`config.mk`:
```
export PLATFORM = sky130hd
export DESIGN_NAME = cmr_top
export DESIGN_NICKNAME = d
export VERILOG_FILES = /design/src/verilog/cmr_clk_mon.v /design/src/verilog/cmr_sync.v /design/src/verilog/cmr_top.v
export VERILOG_INCLUDE_DIRS = /design/src /design/src/pkg
export SDC_FILE = /design/constraint.sdc
export NUM_CORES = 2
export LEC_CHECK = 0
export BUFFER_PORTS_ARGS = -buffer_cell sky130_fd_sc_hd__buf_2
export CAP_MARGIN = 5
export CORE_UTILIZATION = 40
export DETAILED_ROUTE_END_ITERATION = 16
export GPL_TIMING_DRIVEN = 0
export SYNTH_ARGS = -nofsm -noshare
export SYNTH_HDL_FRONTEND = slang
export SYNTH_SLANG_ARGS = --single-unit
export TNS_END_PERCENT = 5
```
`constraint.sdc`:
```
create_clock -name ref_clk -period 4.43 [get_ports ref_clk]
set_clock_uncertainty 0.1 [all_clocks]
set_input_delay 0.2215 -clock ref_clk [delete_from_list [all_inputs] [get_ports ref_clk]]
set_output_delay 0.2215 -clock ref_clk [all_outputs]
set_load 0.1 [all_outputs]
```
`src/pkg/cmr_defines.vh`:
```
// Constants of the clock manager control and reconfiguration port
// How it works
// - All control and status active high
// - Select high picks primary, low secondary
// - Reset stops asynchronously, restarts synchronously
// - Locks by itself after power on
// - Lock drops on stopped clock, misalignment
// - Separate reference and feedback stopped flags
// - Power down shuts the manager off
// - Seven-bit address picks one 16-bit word
// - Writes go through shadow, commit later
// - Done means port takes next write
// - Write enable high writes, low reads
// - Nothing happens without the access strobe
// - Strobe outside power down with no access open answered by done, data
// - Accept divide change request input
// - Acknowledge once divide change is complete
// - Read returns addressed configuration word
// - Port timed on reconfiguration clock rising
`ifndef CMR_DEFINES_VH
`define CMR_DEFINES_VH

// System clock period
`define CMR_CLK_NS       5
// Clock stop detection time and derived cycles (rounded down)
`define CMR_STOP_NS      100
`define CMR_STOP_CYC     (`CMR_STOP_NS / `CMR_CLK_NS)
// Shadow to cell commit time and derived cycles (rounded up)
`define CMR_COMMIT_NS    40
`define CMR_COMMIT_CYC   ((`CMR_COMMIT_NS + `CMR_CLK_NS - 1) / `CMR_CLK_NS)
// Reference edges needed before lock is declared
`define CMR_LOCK_EDGES   8'h40

// Configuration word addresses
`define CMR_ADDR_OUT_DIV 7'h08
`define CMR_ADDR_FB_DIV  7'h14
// Divider field in a configuration word
`define CMR_DIV_MSB      6
`define CMR_DIV_LSB      0
// Reset value of each configuration word
`define CMR_CFG_RST      16'h0000

// Synchroniser bundle field positions
`define CMR_S_WDATA_LSB  0
`define CMR_S_ADDR_LSB   16
`define CMR_S_WE         23
`define CMR_S_STB        24
`define CMR_S_REQ        25
`define CMR_S_RCLK       26
`define CMR_S_FB         27
`define CMR_S_PWR        28
`define CMR_S_SEL        29
`define CMR_S_SEC        30
`define CMR_S_PRI        31
`define CMR_S_WIDTH      32

`endif

```
`src/verilog/cmr_clk_mon.v`:
```
// Clock activity monitor: edge pulse and stopped detection
`include "cmr_defines.vh"
`timescale 1ns/10ps
module cmr_clk_mon (
  // Clock and reset
  input  wire ref_clk,
  input  wire srst,
  // Monitored clock level, already synchronised
  input  wire mon_lvl,
  input  wire mon_en,
  // Results
  output reg  rise_q,
  output reg  stopped_q
);

  reg       lvl_q;
  reg [7:0] idle_q;

  // Counts system cycles since the last rising edge; disabled means idle
  always @(posedge ref_clk) begin
    if (srst || !mon_en) begin
      lvl_q     <= 1'b0;
      rise_q    <= 1'b0;
      idle_q    <= 8'h00;
      stopped_q <= 1'b0;
    end else begin
      lvl_q  <= mon_lvl;
      rise_q <= mon_lvl & ~lvl_q;
      if (mon_lvl & ~lvl_q) begin
        idle_q    <= 8'h00;
        stopped_q <= 1'b0;
      end else if (idle_q == `CMR_STOP_CYC) begin
        stopped_q <= 1'b1;
      end else begin
        idle_q <= idle_q + 8'h01;
      end
    end
  end

endmodule

```
`src/verilog/cmr_sync.v`:
```
// Three-stage input synchroniser with agreement filter
`timescale 1ns/10ps
module cmr_sync #(
  parameter WIDTH = 1
) (
  // Clock and reset
  input  wire             ref_clk,
  input  wire             srst,
  // Asynchronous input and filtered result
  input  wire [WIDTH-1:0] async_in,
  output reg  [WIDTH-1:0] sync_q
);

  reg [WIDTH-1:0] s1_q;
  reg [WIDTH-1:0] s2_q;
  reg [WIDTH-1:0] s3_q;
  integer         i;

  // Stage one is read only by stage two; a bit moves once stages two and three agree
  always @(posedge ref_clk) begin
    if (srst) begin
      s1_q   <= {WIDTH{1'b0}};
      s2_q   <= {WIDTH{1'b0}};
      s3_q   <= {WIDTH{1'b0}};
      sync_q <= {WIDTH{1'b0}};
    end else begin
      s1_q <= async_in;
      s2_q <= s1_q;
      s3_q <= s2_q;
      for (i = 0; i < WIDTH; i = i + 1) begin
        if (s2_q[i] == s3_q[i]) begin
          sync_q[i] <= s3_q[i];
        end
      end
    end
  end

endmodule

```
`src/verilog/cmr_top.v`:
```
// Clock manager control, status and reconfiguration port
`include "cmr_defines.vh"
`timescale 1ns/10ps
module cmr_top (
  // System clock and reset
  input  wire        ref_clk,
  input  wire        srst,
  // Reference and feedback clock pins
  input  wire        primary_ref_clk,
  input  wire        secondary_ref_clk,
  input  wire        feedback_clk_in,
  // Control inputs
  input  wire        ref_clk_select,
  input  wire        mgr_rst,
  input  wire        power_down_in,
  // Clock outputs
  output reg         feedback_clk_out,
  output reg         feedback_clk_out_inv,
  output reg         clk_out_en,
  // Status outputs
  output reg         locked,
  output reg         ref_clk_stopped_flag,
  output reg         fb_clk_stopped_flag,
  // Reconfiguration port
  input  wire        reconfig_clk,
  input  wire [6:0]  reconfig_addr,
  input  wire [15:0] reconfig_wdata,
  input  wire        reconfig_write_en,
  input  wire        reconfig_strobe,
  output reg  [15:0] reconfig_rdata,
  output reg         reconfig_done,
  // Divide change handshake
  input  wire        divide_change_req,
  output reg         divide_change_ack
);

  // Everything runs on ref_clk. The reference, feedback and port clock pins are only
  // levels here: each passes the three-stage filter with the port inputs beside it, so
  // a port clock edge and the inputs that it qualifies arrive on the same system edge.
  // The price is latency: the port sees an access some four system cycles after the
  // port clock rises, and its outputs move that long after the edge. The port clock
  // must therefore be much slower than ref_clk, and its inputs must stand a few system
  // cycles past the edge that takes them.
  // Any level on a clock pin must stand for two system cycles or the filter hides it,
  // which is why the feedback output never toggles faster than every second cycle.

  // Commit countdown load, cut to the counter width on purpose
  localparam [31:0] CMR_COMMIT_LOAD = `CMR_COMMIT_CYC - 1;

  // Synchronised pin bundle
  wire [`CMR_S_WIDTH-1:0] pins_s;
  wire [6:0]              addr_s;
  wire [15:0]             wdata_s;
  wire                    we_s;
  wire                    stb_s;
  wire                    req_s;
  wire                    rclk_s;
  wire                    fb_s;
  wire                    pwr_s;
  wire                    sel_s;
  wire                    ref_sel_lvl;

  // Monitor outputs
  wire                    ref_rise;
  wire                    ref_stop;
  wire                    fb_rise;
  wire                    fb_stop;

  // Reset hold chain, run state and lock
  reg  [2:0]              hold_q;
  wire                    stopped_rst;
  wire                    active;
  reg                     sel_q;
  reg  [7:0]              lock_cnt_q;
  reg                     fb_seen_q;

  // Reconfiguration state
  reg  [15:0]             cfg_mem [0:127];
  reg                     rclk_q;
  wire                    rck_rise;
  reg  [6:0]              sh_addr_q;
  reg  [15:0]             sh_data_q;
  reg  [3:0]              commit_q;
  reg                     commit_busy_q;
  reg                     pend_q;
  reg                     chg_wr_q;
  reg                     req_q;

  // Divider state
  reg  [6:0]              out_cnt_q;
  reg  [6:0]              fb_cnt_q;
  wire [6:0]              out_div;
  wire [6:0]              fb_div;
  integer                 i;

  // Every pin from the outside but ref_clk, srst and mgr_rst passes the three-stage filter
  cmr_sync #(
    .WIDTH (`CMR_S_WIDTH)
  ) u_sync (
    .ref_clk  (ref_clk),
    .srst     (srst),
    .async_in ({primary_ref_clk, secondary_ref_clk, ref_clk_select, power_down_in,
                feedback_clk_in, reconfig_clk, divide_change_req, reconfig_strobe,
                reconfig_write_en, reconfig_addr, reconfig_wdata}),
    .sync_q   (pins_s)
  );

  // Bundle fields
  assign wdata_s = pins_s[`CMR_S_WDATA_LSB +: 16];
  assign addr_s  = pins_s[`CMR_S_ADDR_LSB +: 7];
  assign we_s    = pins_s[`CMR_S_WE];
  assign stb_s   = pins_s[`CMR_S_STB];
  assign req_s   = pins_s[`CMR_S_REQ];
  assign rclk_s  = pins_s[`CMR_S_RCLK];
  assign fb_s    = pins_s[`CMR_S_FB];
  assign pwr_s   = pins_s[`CMR_S_PWR];
  assign sel_s   = pins_s[`CMR_S_SEL];

  // Reference multiplexer: high picks primary, low picks secondary
  // The select passes the filter too, so a switch lands some cycles after the pin moves
  assign ref_sel_lvl = sel_s ? pins_s[`CMR_S_PRI] : pins_s[`CMR_S_SEC];

  // Manager reset: stops at once, release travels three edges before restart.
  // Only constants are loaded under the asynchronous branch.
  // The release walks the chain, so a restart is clean even when it lands near an edge.
  always @(posedge ref_clk or posedge mgr_rst) begin
    if (mgr_rst) begin
      hold_q <= 3'b111;
    end else if (srst) begin
      hold_q <= 3'b111;
    end else begin
      hold_q <= {hold_q[1:0], 1'b0};
    end
  end

  assign stopped_rst = hold_q[2];
  // Power down and reset both leave the manager idle
  assign active      = ~stopped_rst & ~pwr_s;

  // Reference clock activity
  cmr_clk_mon u_ref_mon (
    .ref_clk   (ref_clk),
    .srst      (srst),
    .mon_lvl   (ref_sel_lvl),
    .mon_en    (active),
    .rise_q    (ref_rise),
    .stopped_q (ref_stop)
  );

  // Feedback clock activity
  cmr_clk_mon u_fb_mon (
    .ref_clk   (ref_clk),
    .srst      (srst),
    .mon_lvl   (fb_s),
    .mon_en    (active),
    .rise_q    (fb_rise),
    .stopped_q (fb_stop)
  );

  // Lock acquisition: counts reference edges with feedback alive; no extra reset needed.
  // A select change while running breaks phase alignment, so lock falls too.
  always @(posedge ref_clk) begin
    if (srst) begin
      sel_q      <= 1'b0;
      fb_seen_q  <= 1'b0;
      lock_cnt_q <= 8'h00;
      locked     <= 1'b0;
    end else begin
      sel_q <= sel_s;
      // Remember a feedback edge so a reference edge need not coincide with one
      if (fb_rise) begin
        fb_seen_q <= 1'b1;
      end
      if (!active || ref_stop || fb_stop || (sel_q != sel_s)) begin
        fb_seen_q  <= 1'b0;
        lock_cnt_q <= 8'h00;
        locked     <= 1'b0;
      end else if (lock_cnt_q == `CMR_LOCK_EDGES) begin
        locked <= 1'b1;
      end else if (ref_rise && fb_seen_ok(fb_rise, fb_seen_q)) begin
        lock_cnt_q <= lock_cnt_q + 8'h01;
      end
    end
  end

  // A reference edge counts only once feedback has been seen alive in this run
  function fb_seen_ok;
    input rise;
    input seen;
    begin
      fb_seen_ok = rise | seen;
    end
  endfunction

  // Stopped flags: set by the monitor, cleared only once lock returns.
  // Set wins over clear in the same cycle.
  // A flag left standing after relock would hide the next stop, so lock clears it.
  always @(posedge ref_clk) begin
    if (srst) begin
      ref_clk_stopped_flag <= 1'b0;
      fb_clk_stopped_flag  <= 1'b0;
    end else begin
      if (ref_stop) begin
        ref_clk_stopped_flag <= 1'b1;
      end else if (locked) begin
        ref_clk_stopped_flag <= 1'b0;
      end
      if (fb_stop) begin
        fb_clk_stopped_flag <= 1'b1;
      end else if (locked) begin
        fb_clk_stopped_flag <= 1'b0;
      end
    end
  end

  // Reconfiguration clock edge, seen after the filter
  // Only the filtered level is compared, so each port period yields one edge pulse
  always @(posedge ref_clk) begin
    if (srst) begin
      rclk_q <= 1'b0;
    end else begin
      rclk_q <= rclk_s;
    end
  end

  assign rck_rise = rclk_s & ~rclk_q;

  // Reconfiguration port. An access is taken at a reconfiguration clock edge with the
  // strobe high; done follows at the next edge, for a write the first edge after its commit, and stands for exactly one period, so the
  // user sees it at one rising edge only. Strobes while an access is open are ignored.
  // A write is answered only once committed, so a read right after it sees the new word.
  always @(posedge ref_clk) begin
    if (srst) begin
      sh_addr_q      <= 7'h00;
      sh_data_q      <= 16'h0000;
      commit_q       <= 4'h0;
      commit_busy_q  <= 1'b0;
      pend_q         <= 1'b0;
      reconfig_done  <= 1'b0;
      reconfig_rdata <= 16'h0000;
      for (i = 0; i < 128; i = i + 1) begin
        cfg_mem[i] <= `CMR_CFG_RST;
      end
    end else begin
      // Shadow to cell commit runs on the system clock
      if (commit_busy_q) begin
        if (commit_q == 4'h0) begin
          cfg_mem[sh_addr_q] <= sh_data_q;
          commit_busy_q      <= 1'b0;
        end else begin
          commit_q <= commit_q - 4'h1;
        end
      end
      if (rck_rise) begin
        // Done lasts one reconfiguration period
        reconfig_done <= pend_q & ~commit_busy_q;
        if (pend_q && !commit_busy_q) begin
          pend_q <= 1'b0;
        end
        if (stb_s && !pend_q && !pwr_s) begin
          pend_q <= 1'b1;
          if (we_s) begin
            // Write lands in the shadow first; cells change later
            sh_addr_q     <= addr_s;
            sh_data_q     <= wdata_s;
            commit_q      <= CMR_COMMIT_LOAD[3:0];
            commit_busy_q <= 1'b1;
          end else begin
            // Read returns the addressed word and holds it to the next read
            reconfig_rdata <= cfg_mem[addr_s];
          end
        end
      end
    end
  end

  // Divide change: writes inside a request are noted; acknowledge rises once the request
  // falls with every such write committed, and stays until a new request starts.
  // Waiting for the last commit means the new divider is in force when ack rises.
  always @(posedge ref_clk) begin
    if (srst) begin
      req_q             <= 1'b0;
      chg_wr_q          <= 1'b0;
      divide_change_ack <= 1'b0;
    end else begin
      req_q <= req_s;
      if (req_s && !req_q) begin
        divide_change_ack <= 1'b0;
        chg_wr_q          <= 1'b0;
      end else if (req_s && commit_busy_q) begin
        chg_wr_q <= 1'b1;
      end else if (!req_s && chg_wr_q && !commit_busy_q && !pend_q) begin
        divide_change_ack <= 1'b1;
        chg_wr_q          <= 1'b0;
      end
    end
  end

  // Divider values come from the committed configuration words
  assign out_div = cfg_mem[`CMR_ADDR_OUT_DIV][`CMR_DIV_MSB:`CMR_DIV_LSB];
  assign fb_div  = cfg_mem[`CMR_ADDR_FB_DIV][`CMR_DIV_MSB:`CMR_DIV_LSB];

  // Output clock enable: one pulse every out_div+1 cycles while locked. Held off during
  // a divide change so no runt period leaks out while counters are being rewritten.
  always @(posedge ref_clk) begin
    if (srst) begin
      out_cnt_q  <= 7'h00;
      clk_out_en <= 1'b0;
    end else if (!locked || req_s) begin
      out_cnt_q  <= 7'h00;
      clk_out_en <= 1'b0;
    end else if (out_cnt_q >= out_div) begin
      out_cnt_q  <= 7'h00;
      clk_out_en <= 1'b1;
    end else begin
      out_cnt_q  <= out_cnt_q + 7'h01;
      clk_out_en <= 1'b0;
    end
  end

  // Feedback output toggles every fb_div+1 cycles while the manager runs and its reference is not stopped, but never
  // faster than every second cycle: a one-cycle level would not pass the pin filter
  // on the way back in, so a zero divider acts as a divider of one.
  always @(posedge ref_clk) begin
    if (srst) begin
      fb_cnt_q             <= 7'h00;
      feedback_clk_out     <= 1'b0;
      feedback_clk_out_inv <= 1'b1;
    end else if (!active || ref_stop) begin
      fb_cnt_q             <= 7'h00;
      feedback_clk_out     <= 1'b0;
      feedback_clk_out_inv <= 1'b1;
    end else if ((fb_cnt_q >= fb_div) && (fb_cnt_q != 7'h00)) begin
      fb_cnt_q             <= 7'h00;
      feedback_clk_out     <= ~feedback_clk_out;
      feedback_clk_out_inv <= feedback_clk_out;
    end else begin
      fb_cnt_q <= fb_cnt_q + 7'h01;
    end
  end

endmodule
```
==> results by stage <==
Synthesis:
- The number of different library cells in the post-synthesis netlist is 67.
- Among all flip-flop cells after synthesis, the most frequent one is edfxtp_1.
- The synthesized instance count is 6854.
- Counting flops with an async set or reset pin after synthesis yields a share of 0.00132.
- The number of nets handed over by synthesis was 6913.
- For this run, the register share of the synthesized area comes to 0.651.
- For this run, the number of Yosys warnings is 0.
- After synthesis the cells add up to 102000 sq um.
- The count of flip-flops with a built-in enable after synthesis is 2048.
- The register bit total from synthesis is 2281.
- After synthesis, the mean cell area works out to 14.8 sq um.

Power:
- Of the total power, registers draw 0.531.
- In this run the static leakage power is 40.5 nW.
- The peak ir drop on the vdd network is 0.000356 V.
- The analysis attributes to net switching a power of 0.0101 W.
- Of the total power, the share spent switching nets is 0.221.
- The power per standard cell area is 394 nW/um^2.
- The combinational share of power is 0.030.
- The total chip power is 0.0456 W.
- The power share of the clock group is 0.439.
- The internal portion of the total power is 0.0355 W.

Worst setup path:
- Of all nets on the critical path, the largest fanout is 10.
- The buffer and inverter count on the worst path is 2.
- The count of cell instances traversed by the critical path is 8.
- The type of origin of the critical path is a flip-flop.
- Among all stages on the critical path, the largest delay is contributed by buf_1.
- The most common cell type on the critical path is nand2_1.
- The worst path required time is 5.17 ns.
- The cell type group with the largest total delay on the critical path is buffers and inverters.
- The setup path with the least slack is of type flip-flop to flip-flop.
- STA classifies the critical path endpoint as a flip-flop.
- The largest single stage delay on the critical path is 0.90 ns.
- The critical path goes through clkbuf_1 > buf_1 > nand2_1 > nor2_1 > nand2_1 > o22ai_1 > nor4_4 > o21ai_0.
- For the worst setup path, the data arrival time is 5.46 ns.
- The worst reg-to-reg path cell count is 8.

Drt:
- The routed layout has 64100 vias.
- The count of nets left with antenna violations once routing finished came out at 0.
- Dividing the detail-routed wire length by the instance count gives 35.0 microns.
- The post-route DRC violation count is 0.
- The first detailed-routing pass took 8 iterations.
- For this block, the routed nets add up to 380000 microns of wire.
- Dividing the detail-routed via count by the number of cells gives 5.91.
- In this run, the number of DRC markers left after iteration 0 of detailed routing was 9546.

CTS:
- The buffer depth of the longest clock path is 3.
- The clock sink count is 2281.
- The clock slew seen by the registers of the worst setup and hold paths is 0.07 ns.
- The buffer type at the clock tree root is clkbuf_16.
- The clock tree from TritonCTS is yes.
- The number of levels in the clock H-tree is 4.
- Counting the buffers created by CTS gives 239.
- For the worst-skew pair, the clock arrives at the later sink with an insertion delay of 0.93 ns.

Placement:
- The number of placed instances, taps included, is 10300.
- Detailed placement ended at an HPWL of 270000 microns.
- The total of buffers placed on input and output ports is 58.
- Summing all placed instances gives a cell area of 107000 sq um.
- The global placer's final weighted congestion is 1.01.
- The worst-case setup slack after placement is -1.63 ns.

Global route:
- For this run the aggregate overflow at the end of global routing stands at 0.
- The initial antenna violation count is 46.
- Across every metal layer, demand over resource in global routing totals 0.294.
- The first-pass GRT wire length is 512000 microns.
- The number of global-route vias before repair is 61600.
- Entering global routing, the biggest net connects 19 pins.

STA:
- The worst-case setup margin in the final layout is -0.293 ns.
- For the pin with the worst max-slew slack, the measured transition is 1.57 ns.
- The number of failing setup endpoints in the final timing report is 333.
- The maximum operating frequency is 0.212 GHz.
- Counting I/O delays and the setup requirement, the final critical path takes 4.72 ns.
- The share of the clock period used by the worst path after layout is 1.07.
- The final count of hold timing violations is 0.
- The final max-slew violation count came to 31.
- Setup repair after global routing could not meet its margin everywhere.
- The worst max-slew margin expressed relative to the limit is -0.0436.

Status:
- The run finished, with violations left.
- The checks that failed: max-capacitance violations, max-slew violations, negative setup slack.

Finish:
- Excluding fillers, the count of instances in the completed layout stands at 10800.
- Measured on the finished design, the core utilization comes to 0.459.
- The number of nets at the end of the flow is 7319.
- The layout cell share with drive strength beyond 1 is 0.176.
- After routing the design area is 116000 sq um.
- Relative to the synthesized area, the layout overhead comes to 13.8%.

Min path:
- The depth of the worst hold-timing path is 3.
- The type of the worst min-delay path is input pin to flip-flop.

Floorplanning:
- The die is 506 microns wide.
- The initial utilization of the core area, before any placement, comes to 0.403.
- The die covers 256000 sq um.
- The die height is 506 microns.
- The region available for standard cell placement spans 252000 sq um.
- The count of standard-cell rows is 184.
- 59 I/O pins were placed.

Job:
- The max-capacitance violation count is 3.
==> tightest hold or removal path: cells and delay by family <==
kind	cells	cell delay [ns]
buffers and inverters	2	0.61
AND/OR/NAND/NOR	1	0.15
==> cell families (layout without fill, tap and decap cells) <==
| family | after synthesis | in the layout | share of synthesized area |
|---|---|---|---|
| other cells | 0 | 24 | 0 |
| mux | 635 | 635 | 0.128 |
| flops | 2281 | 2281 | 0.651 |
| compound gates | 337 | 337 | 0.0216 |
| xor+xnor | 33 | 33 | 0.00284 |
| fa+ha+maj | 24 | 24 | 0.00295 |
| simple gates | 2926 | 2926 | 0.168 |
| buf+inv | 618 | 1226 | 0.0255 |
==> cell usage in the layout, fill, tap and decap left out, drive strengths merged, types with 111 or more instances in the layout <==
| master | netlist | final |
|---|---|---|
| nand2 | 255 | 255 |
| and2 | 2055 | 2055 |
| nor2 | 219 | 219 |
| or2 | 132 | 132 |
| dfxtp | 230 | 230 |
| nor2b | 111 | 111 |
| edfxtp | 2048 | 2048 |
| clkbuf | 467 | 786 |
| buf | 118 | 209 |
| mux4 | 533 | 533 |
==> flip-flops by register name, indices dropped and copies added, names as in the netlist, 16 cells and up <==
name / count
cfg_mem: 2048
reconfig_rdata: 16
sh_data_q: 16
u_sync.s1_q: 32
u_sync.s2_q: 32
u_sync.s3_q: 32
u_sync.sync_q: 32
==> power groups by stage <==
stage | sequential [W] | clock (W) | combinational (W)
after floorplan | 0.0246 | 0 | 0.000727
after global placement | 0.0246 | 0 | 0.00127
after detailed placement | 0.0247 | 0 | 0.00129
after CTS | 0.0242 | 0.0199 | 0.00134
after global routing | 0.0243 | 0.0207 | 0.00140
final | 0.0242 | 0.0200 | 0.00137
==> what timing repair did <==
action                                  4_1_cts  5_1_grt
cloned                                        0        0
setup buffers                                 2        6
hold buffers                                 67        0
pin swaps                                     3        3
endpoints found under the setup margin      857     1125
resized for setup                            86       34
endpoints found under the hold margin        36        0
==> cell type report <==
class                   instances  area (sq um)
multi-input cells            3955         33100
well taps                    3348          4190
plain buffers                 584          2710
clock inverters               127          1240
fillers                     22100        136000
inverters                      33           124
diodes                         24          60.1
repair buffers                166          1660
clock buffers                 316          6410
flip-flops and latches       2281         66200
==> path summary, 6_finish.rpt <==
kind,startpoint,endpoint,slack (ns)
hold / removal,reconfig_addr[4],u_sync.s1_q[20],0.04
setup / recovery,u_sync.sync_q[20],reconfig_rdata[5],-0.29
hold reg to reg,u_sync.s1_q[26],u_sync.s2_q[26],0.34
min in group asynchronous,mgr_rst,hold_q[1],0.40
max in group asynchronous,mgr_rst,hold_q[2],3.81
setup reg to reg,u_sync.sync_q[20],reconfig_rdata[5],-0.29
==> synthesized netlist by cell type, types with 21 or more instances <==
cell,n,area [sq um]
a21oi_1,103,515
a22oi_1,21,158
and2_1,2055,12900
and3_1,22,138
buf_2,57,285
buf_4,28,210
clkbuf_1,467,1750
dfxtp_1,230,4600
edfxtp_1,2048,61500
ha_1,24,300
inv_1,31,116
mux2i_1,101,1010
mux4_2,533,12000
nand2_1,255,957
nand3_1,62,310
nor2_1,219,822
nor2b_1,111,694
o21ai_0,50,250
o221ai_1,21,184
o22ai_1,38,238
or2_2,132,826
==> per-layer routing <==
layer	wire (microns)	GRT usage
met4	26300	0.173
met2	165000	0.436
met3	46700	0.0925
met5	197	0.00204
met1	141000	0.378
==> metrics by stage <==
step | TNS, ns | hold WS (ns)
after global placement | -533.05 | 0.182
after floorplan | 0 | 0.0548
after detailed placement | -595.88 | 0.191
after global routing | -40.88 | 0.0157
after CTS | -5.44 | 0.00611
final | -36.33 | 0.0378
No activity file was read; power rests on OpenSTA's default activity.
